==> src/pslr_pkg.sv <==
// pslr_pkg: constants and carrier types for the protection status and limit registers
// assumes a register access port supplied by the serial bus front end of the device
package pslr_pkg;
	// register indices on the device register port
	localparam logic [7:0] PSLR_ADDR_STATUS = 8'h00;
	localparam logic [7:0] PSLR_ADDR_LIMIT = 8'h01;
	// status flag positions
	localparam int PSLR_BIT_TEMP_WARN = 7;
	localparam int PSLR_BIT_PGOOD_WARN = 6;
	localparam int PSLR_BIT_TRACK = 5;
	localparam int PSLR_BIT_OVERTEMP = 4;
	localparam int PSLR_BIT_OVERCUR = 3;
	localparam int PSLR_BIT_UNDERV = 2;
	localparam int PSLR_BIT_OVERV = 1;
	localparam int PSLR_BIT_PHASEV = 0;
	// power-on values
	localparam logic [7:0] PSLR_STATUS_RESET = 8'hbf;
	localparam logic [2:0] PSLR_SLOPE_RESET = 3'h0;
	localparam logic PSLR_TCOMP_RESET = 1'b1;
	localparam logic [3:0] PSLR_LIMIT_RESET = 4'hb;
	// highest meaningful current-limit code (140 percent)
	localparam logic [3:0] PSLR_LIMIT_MAX = 4'hb;
	// configuration carried to the analog protection logic
	typedef struct packed {
		logic [2:0] load_regulation_slope;
		logic temp_compensation_enable;
		logic [3:0] current_limit_code;
	} pslr_limit_type;
	// register access request
	typedef struct packed {
		logic wr;
		logic rd;
		logic [7:0] addr;
		logic [7:0] wdata;
	} pslr_req_type;
endpackage : pslr_pkg

==> src/pslr_regs.sv <==
// pslr_regs: protection status register and current-limit setpoint register
// assumes the serial bus front end presents one-cycle read/write strobes on clk_i
// and that detector flags arrive asynchronously from the analog protection logic
//
// Operation
// - read-only 8-bit status register holds protection state
// - fixed flag positions, all power on 1 except power-good
// - bits 3:0 select overcurrent threshold percentage
// - limit codes above 0xb act as 0xb
// - bits 7:5 select load regulation slope
// - host may rewrite limits anytime; device applies them
`timescale 1ns/1ns
`default_nettype none
module pslr_regs
	import pslr_pkg::*;
(
	input wire logic clk_i,
	input wire logic sys_rst_i,
	input wire pslr_req_type req_i,
	input wire logic [7:0] flags_i,
	output logic [7:0] rdata_o,
	output logic rvalid_o,
	output pslr_limit_type limit_o
);
	logic [7:0] flags_meta;
	logic [7:0] flags_sync;
	logic [7:0] protection_status;
	pslr_limit_type current_limit_setpoint;
	logic [3:0] next_code;
	logic [7:0] next_status;

	// two-stage synchroniser for the detector flags
	always_ff @(posedge clk_i)
	begin
		if (sys_rst_i)
		begin
			flags_meta <= PSLR_STATUS_RESET;
			flags_sync <= PSLR_STATUS_RESET;
		end
		else
		begin
			flags_meta <= flags_i;
			flags_sync <= flags_meta;
		end
	end

	// place each detector at its own status bit, so a swapped wire shows up here
	always_comb
	begin
		next_status = 8'h00;
		next_status[PSLR_BIT_TEMP_WARN] = flags_sync[PSLR_BIT_TEMP_WARN];
		next_status[PSLR_BIT_PGOOD_WARN] = flags_sync[PSLR_BIT_PGOOD_WARN];
		next_status[PSLR_BIT_TRACK] = flags_sync[PSLR_BIT_TRACK];
		next_status[PSLR_BIT_OVERTEMP] = flags_sync[PSLR_BIT_OVERTEMP];
		next_status[PSLR_BIT_OVERCUR] = flags_sync[PSLR_BIT_OVERCUR];
		next_status[PSLR_BIT_UNDERV] = flags_sync[PSLR_BIT_UNDERV];
		next_status[PSLR_BIT_OVERV] = flags_sync[PSLR_BIT_OVERV];
		next_status[PSLR_BIT_PHASEV] = flags_sync[PSLR_BIT_PHASEV];
	end

	// status mirrors the live protection state, writes never touch it
	always_ff @(posedge clk_i)
	begin
		if (sys_rst_i)
			protection_status <= PSLR_STATUS_RESET;
		else
			protection_status <= next_status;
	end

	// saturate the limit code on write
	always_comb
	begin
		next_code = (req_i.wdata[3:0] > PSLR_LIMIT_MAX) ? PSLR_LIMIT_MAX : req_i.wdata[3:0];
	end

	// setpoint register, written at any time and applied immediately
	always_ff @(posedge clk_i)
	begin
		if (sys_rst_i)
		begin
			current_limit_setpoint.load_regulation_slope <= PSLR_SLOPE_RESET;
			current_limit_setpoint.temp_compensation_enable <= PSLR_TCOMP_RESET;
			current_limit_setpoint.current_limit_code <= PSLR_LIMIT_RESET;
		end
		else if (req_i.wr && req_i.addr == PSLR_ADDR_LIMIT)
		begin
			current_limit_setpoint.load_regulation_slope <= req_i.wdata[7:5];
			current_limit_setpoint.temp_compensation_enable <= req_i.wdata[4];
			current_limit_setpoint.current_limit_code <= next_code;
		end
	end

	// configuration drives the protection logic from a flip-flop
	always_ff @(posedge clk_i)
	begin
		if (sys_rst_i)
			limit_o <= {PSLR_SLOPE_RESET, PSLR_TCOMP_RESET, PSLR_LIMIT_RESET};
		else if (req_i.wr && req_i.addr == PSLR_ADDR_LIMIT)
			limit_o <= {req_i.wdata[7:5], req_i.wdata[4], next_code};
	end

	// read port: data one cycle after the strobe, unmapped reads give zero
	always_ff @(posedge clk_i)
	begin
		if (sys_rst_i)
		begin
			rdata_o <= 8'h00;
			rvalid_o <= 1'b0;
		end
		else
		begin
			rvalid_o <= req_i.rd;
			if (req_i.rd)
			begin
				unique case (req_i.addr)
					PSLR_ADDR_STATUS: rdata_o <= protection_status;
					PSLR_ADDR_LIMIT: rdata_o <= current_limit_setpoint;
					default: rdata_o <= 8'h00;
				endcase
			end
		end
	end

	// checks on the reset values
	status_rst_a: assert property (@(posedge clk_i) sys_rst_i
		|=> protection_status == PSLR_STATUS_RESET)
		else $error("status power-on value wrong");

	// power-good is the one flag that powers on clear
	pgood_rst_a: assert property (@(posedge clk_i) sys_rst_i
		|=> !protection_status[PSLR_BIT_PGOOD_WARN] && protection_status[PSLR_BIT_TEMP_WARN])
		else $error("power-good power-on value wrong");

	// setpoint powers on with slope 0, compensation on and the top limit code
	limit_rst_a: assert property (@(posedge clk_i) sys_rst_i
		|=> limit_o == {PSLR_SLOPE_RESET, PSLR_TCOMP_RESET, PSLR_LIMIT_RESET})
		else $error("setpoint power-on value wrong");

	// the read port comes out of reset idle and cleared
	rdport_rst_a: assert property (@(posedge clk_i) sys_rst_i
		|=> !rvalid_o && rdata_o == 8'h00)
		else $error("read port power-on value wrong");

	// status follows the detectors three edges late once the whole pipe has refilled
	status_ro_a: assert property (@(posedge clk_i) disable iff (sys_rst_i)
		!$past(sys_rst_i) && !$past(sys_rst_i, 2) && !$past(sys_rst_i, 3)
		|-> protection_status == $past(flags_i, 3))
		else $error("status does not follow detectors");

	// a write to the status index leaves the register to the detectors
	status_wr_a: assert property (@(posedge clk_i) disable iff (sys_rst_i)
		req_i.wr && req_i.addr == PSLR_ADDR_STATUS
		|=> protection_status == $past(next_status))
		else $error("status changed by a write");

	// a status read answers with the register as it stood at the strobe
	status_read_a: assert property (@(posedge clk_i) disable iff (sys_rst_i)
		req_i.rd && req_i.addr == PSLR_ADDR_STATUS
		|=> rvalid_o && rdata_o == $past(protection_status))
		else $error("status read back mismatch");

	// reads of unmapped indices answer with zero
	unmapped_rd_a: assert property (@(posedge clk_i) disable iff (sys_rst_i)
		req_i.rd && req_i.addr != PSLR_ADDR_STATUS && req_i.addr != PSLR_ADDR_LIMIT
		|=> rvalid_o && rdata_o == 8'h00)
		else $error("unmapped read not zero");

	// the answer strobe lasts one cycle and the data holds until the next read
	rvalid_pulse_a: assert property (@(posedge clk_i) disable iff (sys_rst_i)
		!req_i.rd |=> !rvalid_o && $stable(rdata_o))
		else $error("read answer without strobe");

	// the stored code never exceeds the saturation code
	code_sat_a: assert property (@(posedge clk_i) disable iff (sys_rst_i)
		limit_o.current_limit_code <= PSLR_LIMIT_MAX)
		else $error("limit code above saturation");

	// a code written above the top is stored as the top
	code_clip_a: assert property (@(posedge clk_i) disable iff (sys_rst_i)
		req_i.wr && req_i.addr == PSLR_ADDR_LIMIT && req_i.wdata[3:0] > PSLR_LIMIT_MAX
		|=> limit_o.current_limit_code == PSLR_LIMIT_MAX)
		else $error("limit code not saturated");

	// a code in range is stored as written
	code_wr_a: assert property (@(posedge clk_i) disable iff (sys_rst_i)
		req_i.wr && req_i.addr == PSLR_ADDR_LIMIT && req_i.wdata[3:0] <= PSLR_LIMIT_MAX
		|=> limit_o.current_limit_code == $past(req_i.wdata[3:0]))
		else $error("limit code not applied");

	// slope field lands in bits 7:5
	slope_wr_a: assert property (@(posedge clk_i) disable iff (sys_rst_i)
		req_i.wr && req_i.addr == PSLR_ADDR_LIMIT
		|=> limit_o.load_regulation_slope == $past(req_i.wdata[7:5]))
		else $error("slope not applied");

	// compensation enable lands in bit 4
	tcomp_wr_a: assert property (@(posedge clk_i) disable iff (sys_rst_i)
		req_i.wr && req_i.addr == PSLR_ADDR_LIMIT
		|=> limit_o.temp_compensation_enable == $past(req_i.wdata[4]))
		else $error("temperature compensation not applied");

	// the setpoint changes only on a write to its own index
	limit_hold_a: assert property (@(posedge clk_i) disable iff (sys_rst_i)
		!(req_i.wr && req_i.addr == PSLR_ADDR_LIMIT) |=> $stable(limit_o))
		else $error("limit changed without write");

	// the setpoint reads back as it is applied
	read_back_a: assert property (@(posedge clk_i) disable iff (sys_rst_i)
		req_i.rd && req_i.addr == PSLR_ADDR_LIMIT |=> rvalid_o && rdata_o == limit_o)
		else $error("limit read back mismatch");

	// a code above the top is written
	sat_write_c: cover property (@(posedge clk_i)
		req_i.wr && req_i.addr == PSLR_ADDR_LIMIT && req_i.wdata[3:0] > PSLR_LIMIT_MAX);
	// the host reads the status
	status_read_c: cover property (@(posedge clk_i) req_i.rd && req_i.addr == PSLR_ADDR_STATUS);
	// the host tries to write the status
	status_write_c: cover property (@(posedge clk_i) req_i.wr && req_i.addr == PSLR_ADDR_STATUS);
	// the host reads past the mapped indices
	unmapped_read_c: cover property (@(posedge clk_i) req_i.rd && req_i.addr > PSLR_ADDR_LIMIT);
	// a detector leaves its power-on state
	fault_seen_c: cover property (@(posedge clk_i) protection_status != PSLR_STATUS_RESET);
endmodule : pslr_regs
`default_nettype wire

==> config.mk <==
export PLATFORM = sky130hd
export DESIGN_NAME = pslr_regs
export DESIGN_NICKNAME = d
export VERILOG_FILES = /design/src/pslr_pkg.sv /design/src/pslr_regs.sv
export SDC_FILE = /design/constraint.sdc
export NUM_CORES = 1
export LEC_CHECK = 0
export ABC_AREA = 0
export ABC_CLOCK_PERIOD_IN_PS = 1200
export BUFFER_PORTS_ARGS = -buffer_cell sky130_fd_sc_hd__buf_4
export CELL_PAD_IN_SITES_DETAIL_PLACEMENT = 1
export CELL_PAD_IN_SITES_GLOBAL_PLACEMENT = 1
export CORE_ASPECT_RATIO = 0.75
export CORE_UTILIZATION = 35
export CTS_BUF_LIST = sky130_fd_sc_hd__clkbuf_4
export CTS_CLUSTER_DIAMETER = 150
export DETAILED_ROUTE_END_ITERATION = 7
export PLACE_DENSITY_LB_ADDON = 0.1
export SLEW_MARGIN = 20
export SYNTH_ARGS = -nofsm -noshare
export SYNTH_HDL_FRONTEND = slang
export SYNTH_SLANG_ARGS = --single-unit
==> constraint.sdc <==
create_clock -name clk_i -period 1.2 [get_ports clk_i]
set_clock_uncertainty 0.15 [all_clocks]
set_input_delay 0 -clock clk_i [delete_from_list [all_inputs] [get_ports clk_i]]
set_output_delay 0 -clock clk_i [all_outputs]
set_load 0.05 [all_outputs]
# ---- Yosys cells after proc, flatten, opt, wreduce, memory -nomap -nowiden
# Cells that the tools add are included.
dict set report totals {
  ff_bits 41
  latchBits 0
  mem_bits_rw 0
  romBits 0
  elab_cells 14
  mem_count 0
}
dict set report op_classes {
  n_addsub 0
  multipliers 0
  n_div 0
  order_cmp 1
  n_eq_ne 1
  n_shift 0
  mux 2
  bitwise 0
  n_reduce_logical 2
}
# operator count
set op_table {}
lappend op_table {{$pmux W8 S2} 1}
lappend op_table {{$eq A8 B1 Y1 const B} 1}
lappend op_table {{$logic_not A8 Y1} 1}
lappend op_table {{$gt A4 B4 Y1 const B} 1}
lappend op_table {{$mux W4} 1}
lappend op_table {{$logic_and A1 B1 Y1} 1}

# ---- Longest topological paths before layout
# Gate-level depths: netlist (run 1).
dict set report depth {
  ltp_word 2
  ltp_mapped 4
  depth_no_buf 3
}

# ---- Worst setup path before layout (run 1)
# OpenSTA, ideal clock, no wires.
dict set report synth_timing {
  kind {flip-flop to flip-flop}
  start {register limit_o[4] (netlist name)}
  end {register rdata_o[4]}
  arrival_time_ps 1081
  required_ps 980
  slack_ps -101
  stages_incl_launch_ff 4
  path_buffers 0
  cell_sequence {dfxtp_1 -> mux2_2 -> nand4_1 -> a21oi_1}
}
# item line
set synth_rtl {}
lappend synth_rtl {{to (signal assigned)} pslr_regs.sv:116} ;# PSLR_ADDR_STATUS: rdata_o <= protection_status;
lappend synth_rtl {{to (signal assigned)} pslr_regs.sv:117} ;# PSLR_ADDR_LIMIT: rdata_o <= current_limit_setpoint;
lappend synth_rtl {{to (decl)} pslr_regs.sv:21} ;# output logic [7:0] rdata_o,

# ---- Final worst setup path (run 1)
dict set report layout_timing {
  start {register rdata_o[4]}
  end {output port rdata_o[4]}
}
# No word-level cell between the ends.

==> results of run 1 <==
-- cell type report --
type | instances | area, sq um
multi-input cells | 89 | 601
repair buffers | 66 | 541
clock inverters | 3 | 25.0
clock buffers | 5 | 37.5
flip-flops and latches | 41 | 831
well taps | 52 | 65.1
fillers | 434 | 1730
-- Yosys cell counts (all sizes together) --
cell / count
a211oi: 2
a21oi: 11
and2: 1
buf: 2
clkbuf: 7
dfxtp: 41
mux2: 8
mux2i: 5
nand2: 2
nand2b: 9
nand3: 1
nand4: 11
nor2: 6
nor2b: 4
nor3: 2
nor4: 1
o31ai: 3
or2: 21
or3: 1
or4: 1
-- worst paths after layout --
path                      start       endpoint  slack [ps]  cells past startpoint
setup / recovery     rdata_o[4]     rdata_o[4]          90                      1
hold / removal        req_i[10]     limit_o[4]         -80                      4
setup reg to reg     limit_o[3]     rdata_o[3]         120                      3
hold reg to reg   flags_meta[1]  flags_sync[1]         270                      1
-- logic make-up after synthesis --
logic type	after synthesis
muxes	13
buffers and inverters	9
DFF	41
AOI/OAI and AO/OA	16
and+or+nand+nor	60
-- sequential cells by signal, indices dropped and copies added (netlist names) --
signal	count
flags_meta	8
flags_sync	8
limit_o	8
protection_status	8
rdata_o	8
rvalid_o	1
-- power by group --
part           switching, mW  internal (mW)  total [mW]
Combinational          0.100          0.146       0.246
Clock                  0.478          0.239       0.717
Sequential           0.00751           1.40        1.40
-- layer usage --
layer  share of wire, %  routed length, um
met4                1.1                 39
met5                  0                  0
met3                3.2                113
met1                 46               1620
met2                 49               1720
-- per-stage QoR --
stage | worst slack (ps) | cell area, sq um
final | 86.8 | 2100
after global routing | 4.37 | 2100
after CTS | 84.6 | 2100
after detailed placement | -163 | 1860
after global placement | -125 | 1860
after floorplan | 58.3 | 1470
==> impl_metrics.yaml, run 1 <==
route:
  drt.antenna.violating_nets: 0
  dr.pass1.iters: 3
  wirelength_um: 3500
  drt_iter0_drc: 41
  wl_per_cell_um: 13.7
  vias: 1203
  drc_errors: 0
  viasPerCell: 4.70
layout:
  nets: 231
  syn_to_final_growth_pct: 44.0
  n_antenna_cell: 0
  layout_commonest_cell: "buf_4"
  final_cell_mix: "48 x buf_4, 33 x dfxtp_1, 21 x or2_2"
  fin_cells: 256
  drive_above_1_share_pct: 45.1
  post-route-util_pct: 54.9
yosys:
  ys_seq_area_share_pct: 56.3
  post_synth_num_cell_types: 22
  synth_top_family_by_area: "simple AND/OR/NAND/NOR gates"
  avgSynthCellArea_sq_um: 10.5
  synth_top_cell_area_share_pct: 56.3
  synth-xor-area-share_pct: 0
  synth_largest_area_cell: "dfxtp_1"
  syn_nets: 167
  synth_seq_cells: 41
  yosys.area_share.simple_pct: 25.2
  synth_adder_area_share_pct: 0
  synth_compound_area_share_pct: 6.35
  synthTopCellsByArea: "dfxtp_1 56%, or2_2 9.0%, nand4_1 4.7%"
  netlist_instances: 139
  ys_warn_count: 0
  synthMuxAreaShare_pct: 9.61
  synth_area_sq_um: 1460
floorplanning:
  dieArea_sq_um: 4430
  die_w_um: 76.5
  start_util_pct: 38.1
  coreArea_sq_um: 3830
  placementRows: 19
  pin_count: 45
  die_h_um: 57.9
sta:
  timing.hold.ws_ps: -77.0
  fmax_mhz: 898
  slew_headroom_pct: 75.1
  drv_slew: 0
  fin_crit_sh_pct: 92.8
  setup_viol: 0
  setup_tns_ps: 0
  worst_pin_slew_ps: 374
  fin_crit_ps: 1110
  final-hold-violation-count: 11
  rsz0062_at_grt: "no"
place:
  place_inst: 230
  portBuffers: 44
  gp_congestion: 0.809
  hpwl_um: 2400
critical_path:
  cp_top_family: "flip-flops"
  critPathMaxStageDelay_ps: 410
  required_ps: 1050
  slowest_stage: "dfxtp_1"
  cp_cell_sequence: "buf_4"
  crit_fanout: 2
  crit_path_end_kind: "output port"
  worstSetupPathType: "flip-flop to output port"
  arrival_ps: 960
  cp-start-kind: "flip-flop"
  cp_num_buf_inv: 1
cts:
  clk_path_buf_depth: 2
  cts_tree: "built"
  clkLatencyLatePin_ps: 330
  clock_sinks: 41
  cts_made_buffers: 5
  h-tree-depth: 2
  clk_pin_slew_ps: 130
  post_cts_buffers: 0
  clock-root-buffer: "clkbuf_4"
  cts_resized: 0
  cts_hold_buffers: 18
global_route:
  grt_pass1_vias: 1230
  grt_max_degree: 46
  grt_busiest_layer: "met2"
  met2_usage_pct: 29.1
  grt_pass1_wl_um: 5620
  grt_overflow: 0
  grt_use_met3_pct: 4.57
  antenna_found_initial: 0
  grt.total_usage_pct: 16.8
  grtUsageMet1_pct: 20.4
power_and_ir_drop:
  powerDensity_nw_per_um2: 1130
  p_leak_nw: 0.840
  peakVddDrop_mv: 0.819
  p_total_mw: 2.37
min_path:
  hold_class: "input pin to flip-flop"
run_status:
  violations: "negative hold slack"
  outcome: "complete, but fails checks"
job:
  maxCapViolCount: 0
Power figures use the tool's default switching activity.
==> inputs of run 2 (changes only) <==
--- a/config.mk
+++ b/config.mk
@@ -11,5 +11,5 @@
 export CELL_PAD_IN_SITES_DETAIL_PLACEMENT = 1
 export CELL_PAD_IN_SITES_GLOBAL_PLACEMENT = 1
-export CORE_ASPECT_RATIO = 0.75
+export CORE_ASPECT_RATIO = 0.9
 export CORE_UTILIZATION = 35
 export CTS_BUF_LIST = sky130_fd_sc_hd__clkbuf_4
==> constraint.sdc (replaced) <==
create_clock -name clk_i -period 1.2 [get_ports clk_i]
set_clock_uncertainty 0.15 [all_clocks]
set_input_delay 0.06 -clock clk_i [delete_from_list [all_inputs] [get_ports clk_i]]
set_output_delay 0.06 -clock clk_i [all_outputs]
set_load 0.05 [all_outputs]
==> impl_metrics.yaml, run 2 (same netlist as run 1, synthesis figures left out) <==
global_route:
  grt_max_degree: 46
  grt_overflow: 0
  antenna_found_initial: 0
  grt_pass1_wl_um: 5400
  grt_pass1_vias: 1180
  grt.total_usage_pct: 15.8
critical_path:
  required_ps: 1280
  critPathMaxStageDelay_ps: 530
  cp-start-kind: "input pin"
  cp_top_family: "buffers and inverters"
  worstSetupPathType: "input pin to flip-flop"
  crit_path_end_kind: "flip-flop"
  cp_num_buf_inv: 2
  slowest_stage: "dlygate4sd3_1"
  cp_cell_sequence: "dlygate4sd3_1, buf_4, a211oi_1, mux2i_1"
  crit_fanout: 45
  arrival_ps: 1210
route:
  vias: 1186
  drt.antenna.violating_nets: 0
  dr.pass1.iters: 4
  wirelength_um: 3380
  wl_per_cell_um: 13.4
  drt_iter0_drc: 48
  drc_errors: 0
  viasPerCell: 4.73
sta:
  slew_headroom_pct: 74.2
  drv_slew: 0
  final-hold-violation-count: 1
  rsz0062_at_grt: "no"
  fin_crit_sh_pct: 93.8
  worst_pin_slew_ps: 387
  fin_crit_ps: 1130
  fmax_mhz: 889
  setup_tns_ps: 0
  setup_viol: 0
  timing.hold.ws_ps: -29.2
floorplanning:
  die_w_um: 70.0
  placementRows: 21
  coreArea_sq_um: 3860
  pin_count: 45
  start_util_pct: 37.7
  dieArea_sq_um: 4430
  die_h_um: 63.2
layout:
  syn_to_final_growth_pct: 45.5
  nets: 232
  fin_area_sq_um: 2120
  n_antenna_cell: 0
  drive_above_1_share_pct: 45.4
  fin_cells: 251
  final_cell_mix: "49 x buf_4, 33 x dfxtp_1, 21 x or2_2"
  layout_commonest_cell: "buf_4"
place:
  place_inst: 225
  placed_cell_area_sq_um: 1860
  portBuffers: 44
  hpwl_um: 2290
  gp_congestion: 0.692
power_and_ir_drop:
  p_leak_nw: 0.859
  peakVddDrop_mv: 0.617
  powerDensity_nw_per_um2: 1200
cts:
  clock-root-buffer: "clkbuf_4"
  h-tree-depth: 2
  post_cts_buffers: 0
  cts_tree: "built"
  cts_resized: 0
  cts_hold_buffers: 18
  clk_path_buf_depth: 2
  cts_made_buffers: 5
  clkLatencyLatePin_ps: 340
  clock_sinks: 41
  clk_pin_slew_ps: 120
job:
  maxCapViolCount: 0
run_status:
  outcome: "complete, but fails checks"
  violations: "negative hold slack"
min_path:
  hold_class: "input pin to flip-flop"
## run 2: worst register-to-register path: cells and delay by family, from the launching register on
family          cells  cell delay (ps)
compound gates      1               80
flops               1              350
simple gates        1              110
mux                 1              290
## run 2: metrics by stage
| step | util, % | setup slack [ps] | total power, mW |
|---|---|---|---|
| after floorplan | - | -1.73 | 1.53 |
| after global placement | 48.1 | -163 | 1.62 |
| after detailed placement | 48.1 | -194 | 1.63 |
| after CTS | 54.9 | 62.2 | 2.59 |
| after global routing | 54.9 | 15.7 | 2.68 |
| final | 54.9 | 74.7 | 2.55 |
## run 2: worst paths after layout
path,cells past startpoint,start,slack (ps),end
worst min-delay path,4,req_i[11],-30,limit_o[4]
worst max register to register,3,limit_o[3],120,rdata_o[3]
worst max-delay path,4,sys_rst_i,70,limit_o[0]
worst min register to register,1,flags_sync[1],270,protection_status[1]
## run 2: layout make-up
| cell class | count | area, sq um |
|---|---|---|
| fillers | 431 | 1740 |
| flip-flops and latches | 41 | 831 |
| multi-input cells | 89 | 601 |
| repair buffers | 67 | 548 |
| well taps | 46 | 57.6 |
| clock buffers | 6 | 45.0 |
| clock inverters | 2 | 38.8 |
## run 2: power by group
part | leakage (nW) | switching [mW] | internal (mW)
logic | 0.477 | 0.0977 | 0.145
registers | 0.336 | 0.00798 | 1.39
clock network | 0.0459 | 0.438 | 0.466
## run 2: per-layer routing
metal / global-route usage [%] / up-vias / wire (um)
met5: 0 / - / 0
met4: 6.00 / 0 / 33
met3: 4.48 / 4 / 155
met2: 28.0 / 31 / 1730
met1: 18.0 / 548 / 1450
li1: - / 603 / -
==> inputs of run 3 (changes only) <==
REMOVE_ABC_BUFFERS = 1   (was default)
==> impl_metrics.yaml, run 3 (same netlist as run 1, synthesis figures left out) <==
run_status:
  outcome: "complete, but fails checks"
  violations: "negative hold slack"
global_route:
  grt.total_usage_pct: 15.8
  grt_overflow: 0
  grt_max_degree: 46
  grt_pass1_wl_um: 5470
  grt_pass1_vias: 1256
  antenna_found_initial: 0
cts:
  cts_made_buffers: 5
  cts_tree: "built"
  clk_path_buf_depth: 2
  clock-root-buffer: "clkbuf_4"
  clkLatencyLatePin_ps: 350
  post_cts_buffers: 0
  h-tree-depth: 2
  clock_sinks: 41
  cts_hold_buffers: 18
  clk_pin_slew_ps: 110
place:
  hpwl_um: 2240
  place_inst: 227
  portBuffers: 44
  gp_congestion: 0.755
route:
  viasPerCell: 4.74
  drt.antenna.violating_nets: 0
  dr.pass1.iters: 3
  drt_iter0_drc: 52
  drc_errors: 0
  wl_per_cell_um: 12.3
  vias: 1200
  wirelength_um: 3120
sta:
  timing.hold.ws_ps: -34.0
  final-hold-violation-count: 1
  setup_viol: 0
  slew_headroom_pct: 75.3
  fin_crit_sh_pct: 95.4
  drv_slew: 0
  fmax_mhz: 874
  rsz0062_at_grt: "no"
  worst_pin_slew_ps: 370
  fin_crit_ps: 1140
floorplanning:
  pin_count: 45
  dieArea_sq_um: 4430
  coreArea_sq_um: 3860
  die_h_um: 63.2
  die_w_um: 70.0
  placementRows: 21
  start_util_pct: 37.7
layout:
  drive_above_1_share_pct: 42.0
  fin_cells: 253
  n_antenna_cell: 0
  final_cell_mix: "46 x buf_4, 41 x dfxtp_1, 21 x or2_2"
  nets: 234
  layout_commonest_cell: "buf_4"
  nFillCells: 430
  syn_to_final_growth_pct: 45.5
critical_path:
  critPathMaxStageDelay_ps: 380
  required_ps: 990
  crit_fanout: 3
  worstSetupPathType: "flip-flop to output port"
  cp_num_buf_inv: 1
  arrival_ps: 930
  crit_path_end_kind: "output port"
  cp_cell_sequence: "buf_4"
  cp_top_family: "flip-flops"
  cp-start-kind: "flip-flop"
  r2r_slack_ps: 120
  slowest_stage: "dfxtp_1"
job:
  maxCapViolCount: 0
min_path:
  hold_class: "input pin to flip-flop"
power_and_ir_drop:
  peakVddDrop_mv: 0.637
  p_total_mw: 2.34
  p_leak_nw: 0.857
  powerDensity_nw_per_um2: 1100
==> run 3: changes by cell type in the layout (fill, tap and decap cells not counted) <==
cell,before,now
buf_4,49,46
buf_6,0,5
bufinv_16,1,0
clkinv_4,1,0
clkinvlp_4,0,2
dfxtp_1,33,41
dfxtp_2,8,0
==> run 3: path summary, 6_finish.rpt <==
check | startpoint | endpoint | cells after the start
worst max-delay path | limit_o[1] | limit_o[1] | 1
worst min-delay path | req_i[10] | limit_o[4] | 4
worst max register to register | limit_o[3] | rdata_o[3] | 3
worst min register to register | flags_meta[5] | flags_sync[5] | 1
==> run 3: report_power, final <==
group / internal (mW) / switching [mW] / total, mW / leakage, nW
registers: 1.39 / 0.00734 / 1.40 / 0.336
clock network: 0.251 / 0.446 / 0.697 / 0.0279
logic: 0.148 / 0.0941 / 0.242 / 0.494
==> run 3: area by class of cell <==
class / instances / area [sq um] / area share, %
clock buffers: 6 / 45.0 / 2.12
clock inverters: 2 / 15.0 / 0.708
flip-flops and latches: 41 / 821 / 38.7
repair buffers: 69 / 582 / 27.4
well taps: 46 / 57.6 / 2.71
multi-input cells: 89 / 601 / 28.3
==> run 3: routing by layer <==
metal	GRT usage [%]	wire length [um]	vias up
met5	0	0	-
met3	6.72	159	6
met4	5.00	40	0
met2	27.8	1560	30
li1	-	-	611
met1	17.2	1360	553
==> run 3: through the flow <==
step	worst slack [ps]	hold WS (ps)	area (sq um)	utilization (%)	TNS, ps
global route	0.235	-52.6	2120	54.9	0
floorplan	-354	-20.9	1420	-	-2410
CTS	11.8	-50.6	2100	54.4	0
finish	55.8	-34.0	2120	54.9	0
global placement	-156	94.5	1860	48.2	-2280
detailed placement	-188	97.5	1860	48.2	-2490
==> run 3: timing repair <==
item                                    CTS  global route
endpoints found under the setup margin    0             5
hold endpoints to repair                 27             5
resized for setup                         0             5
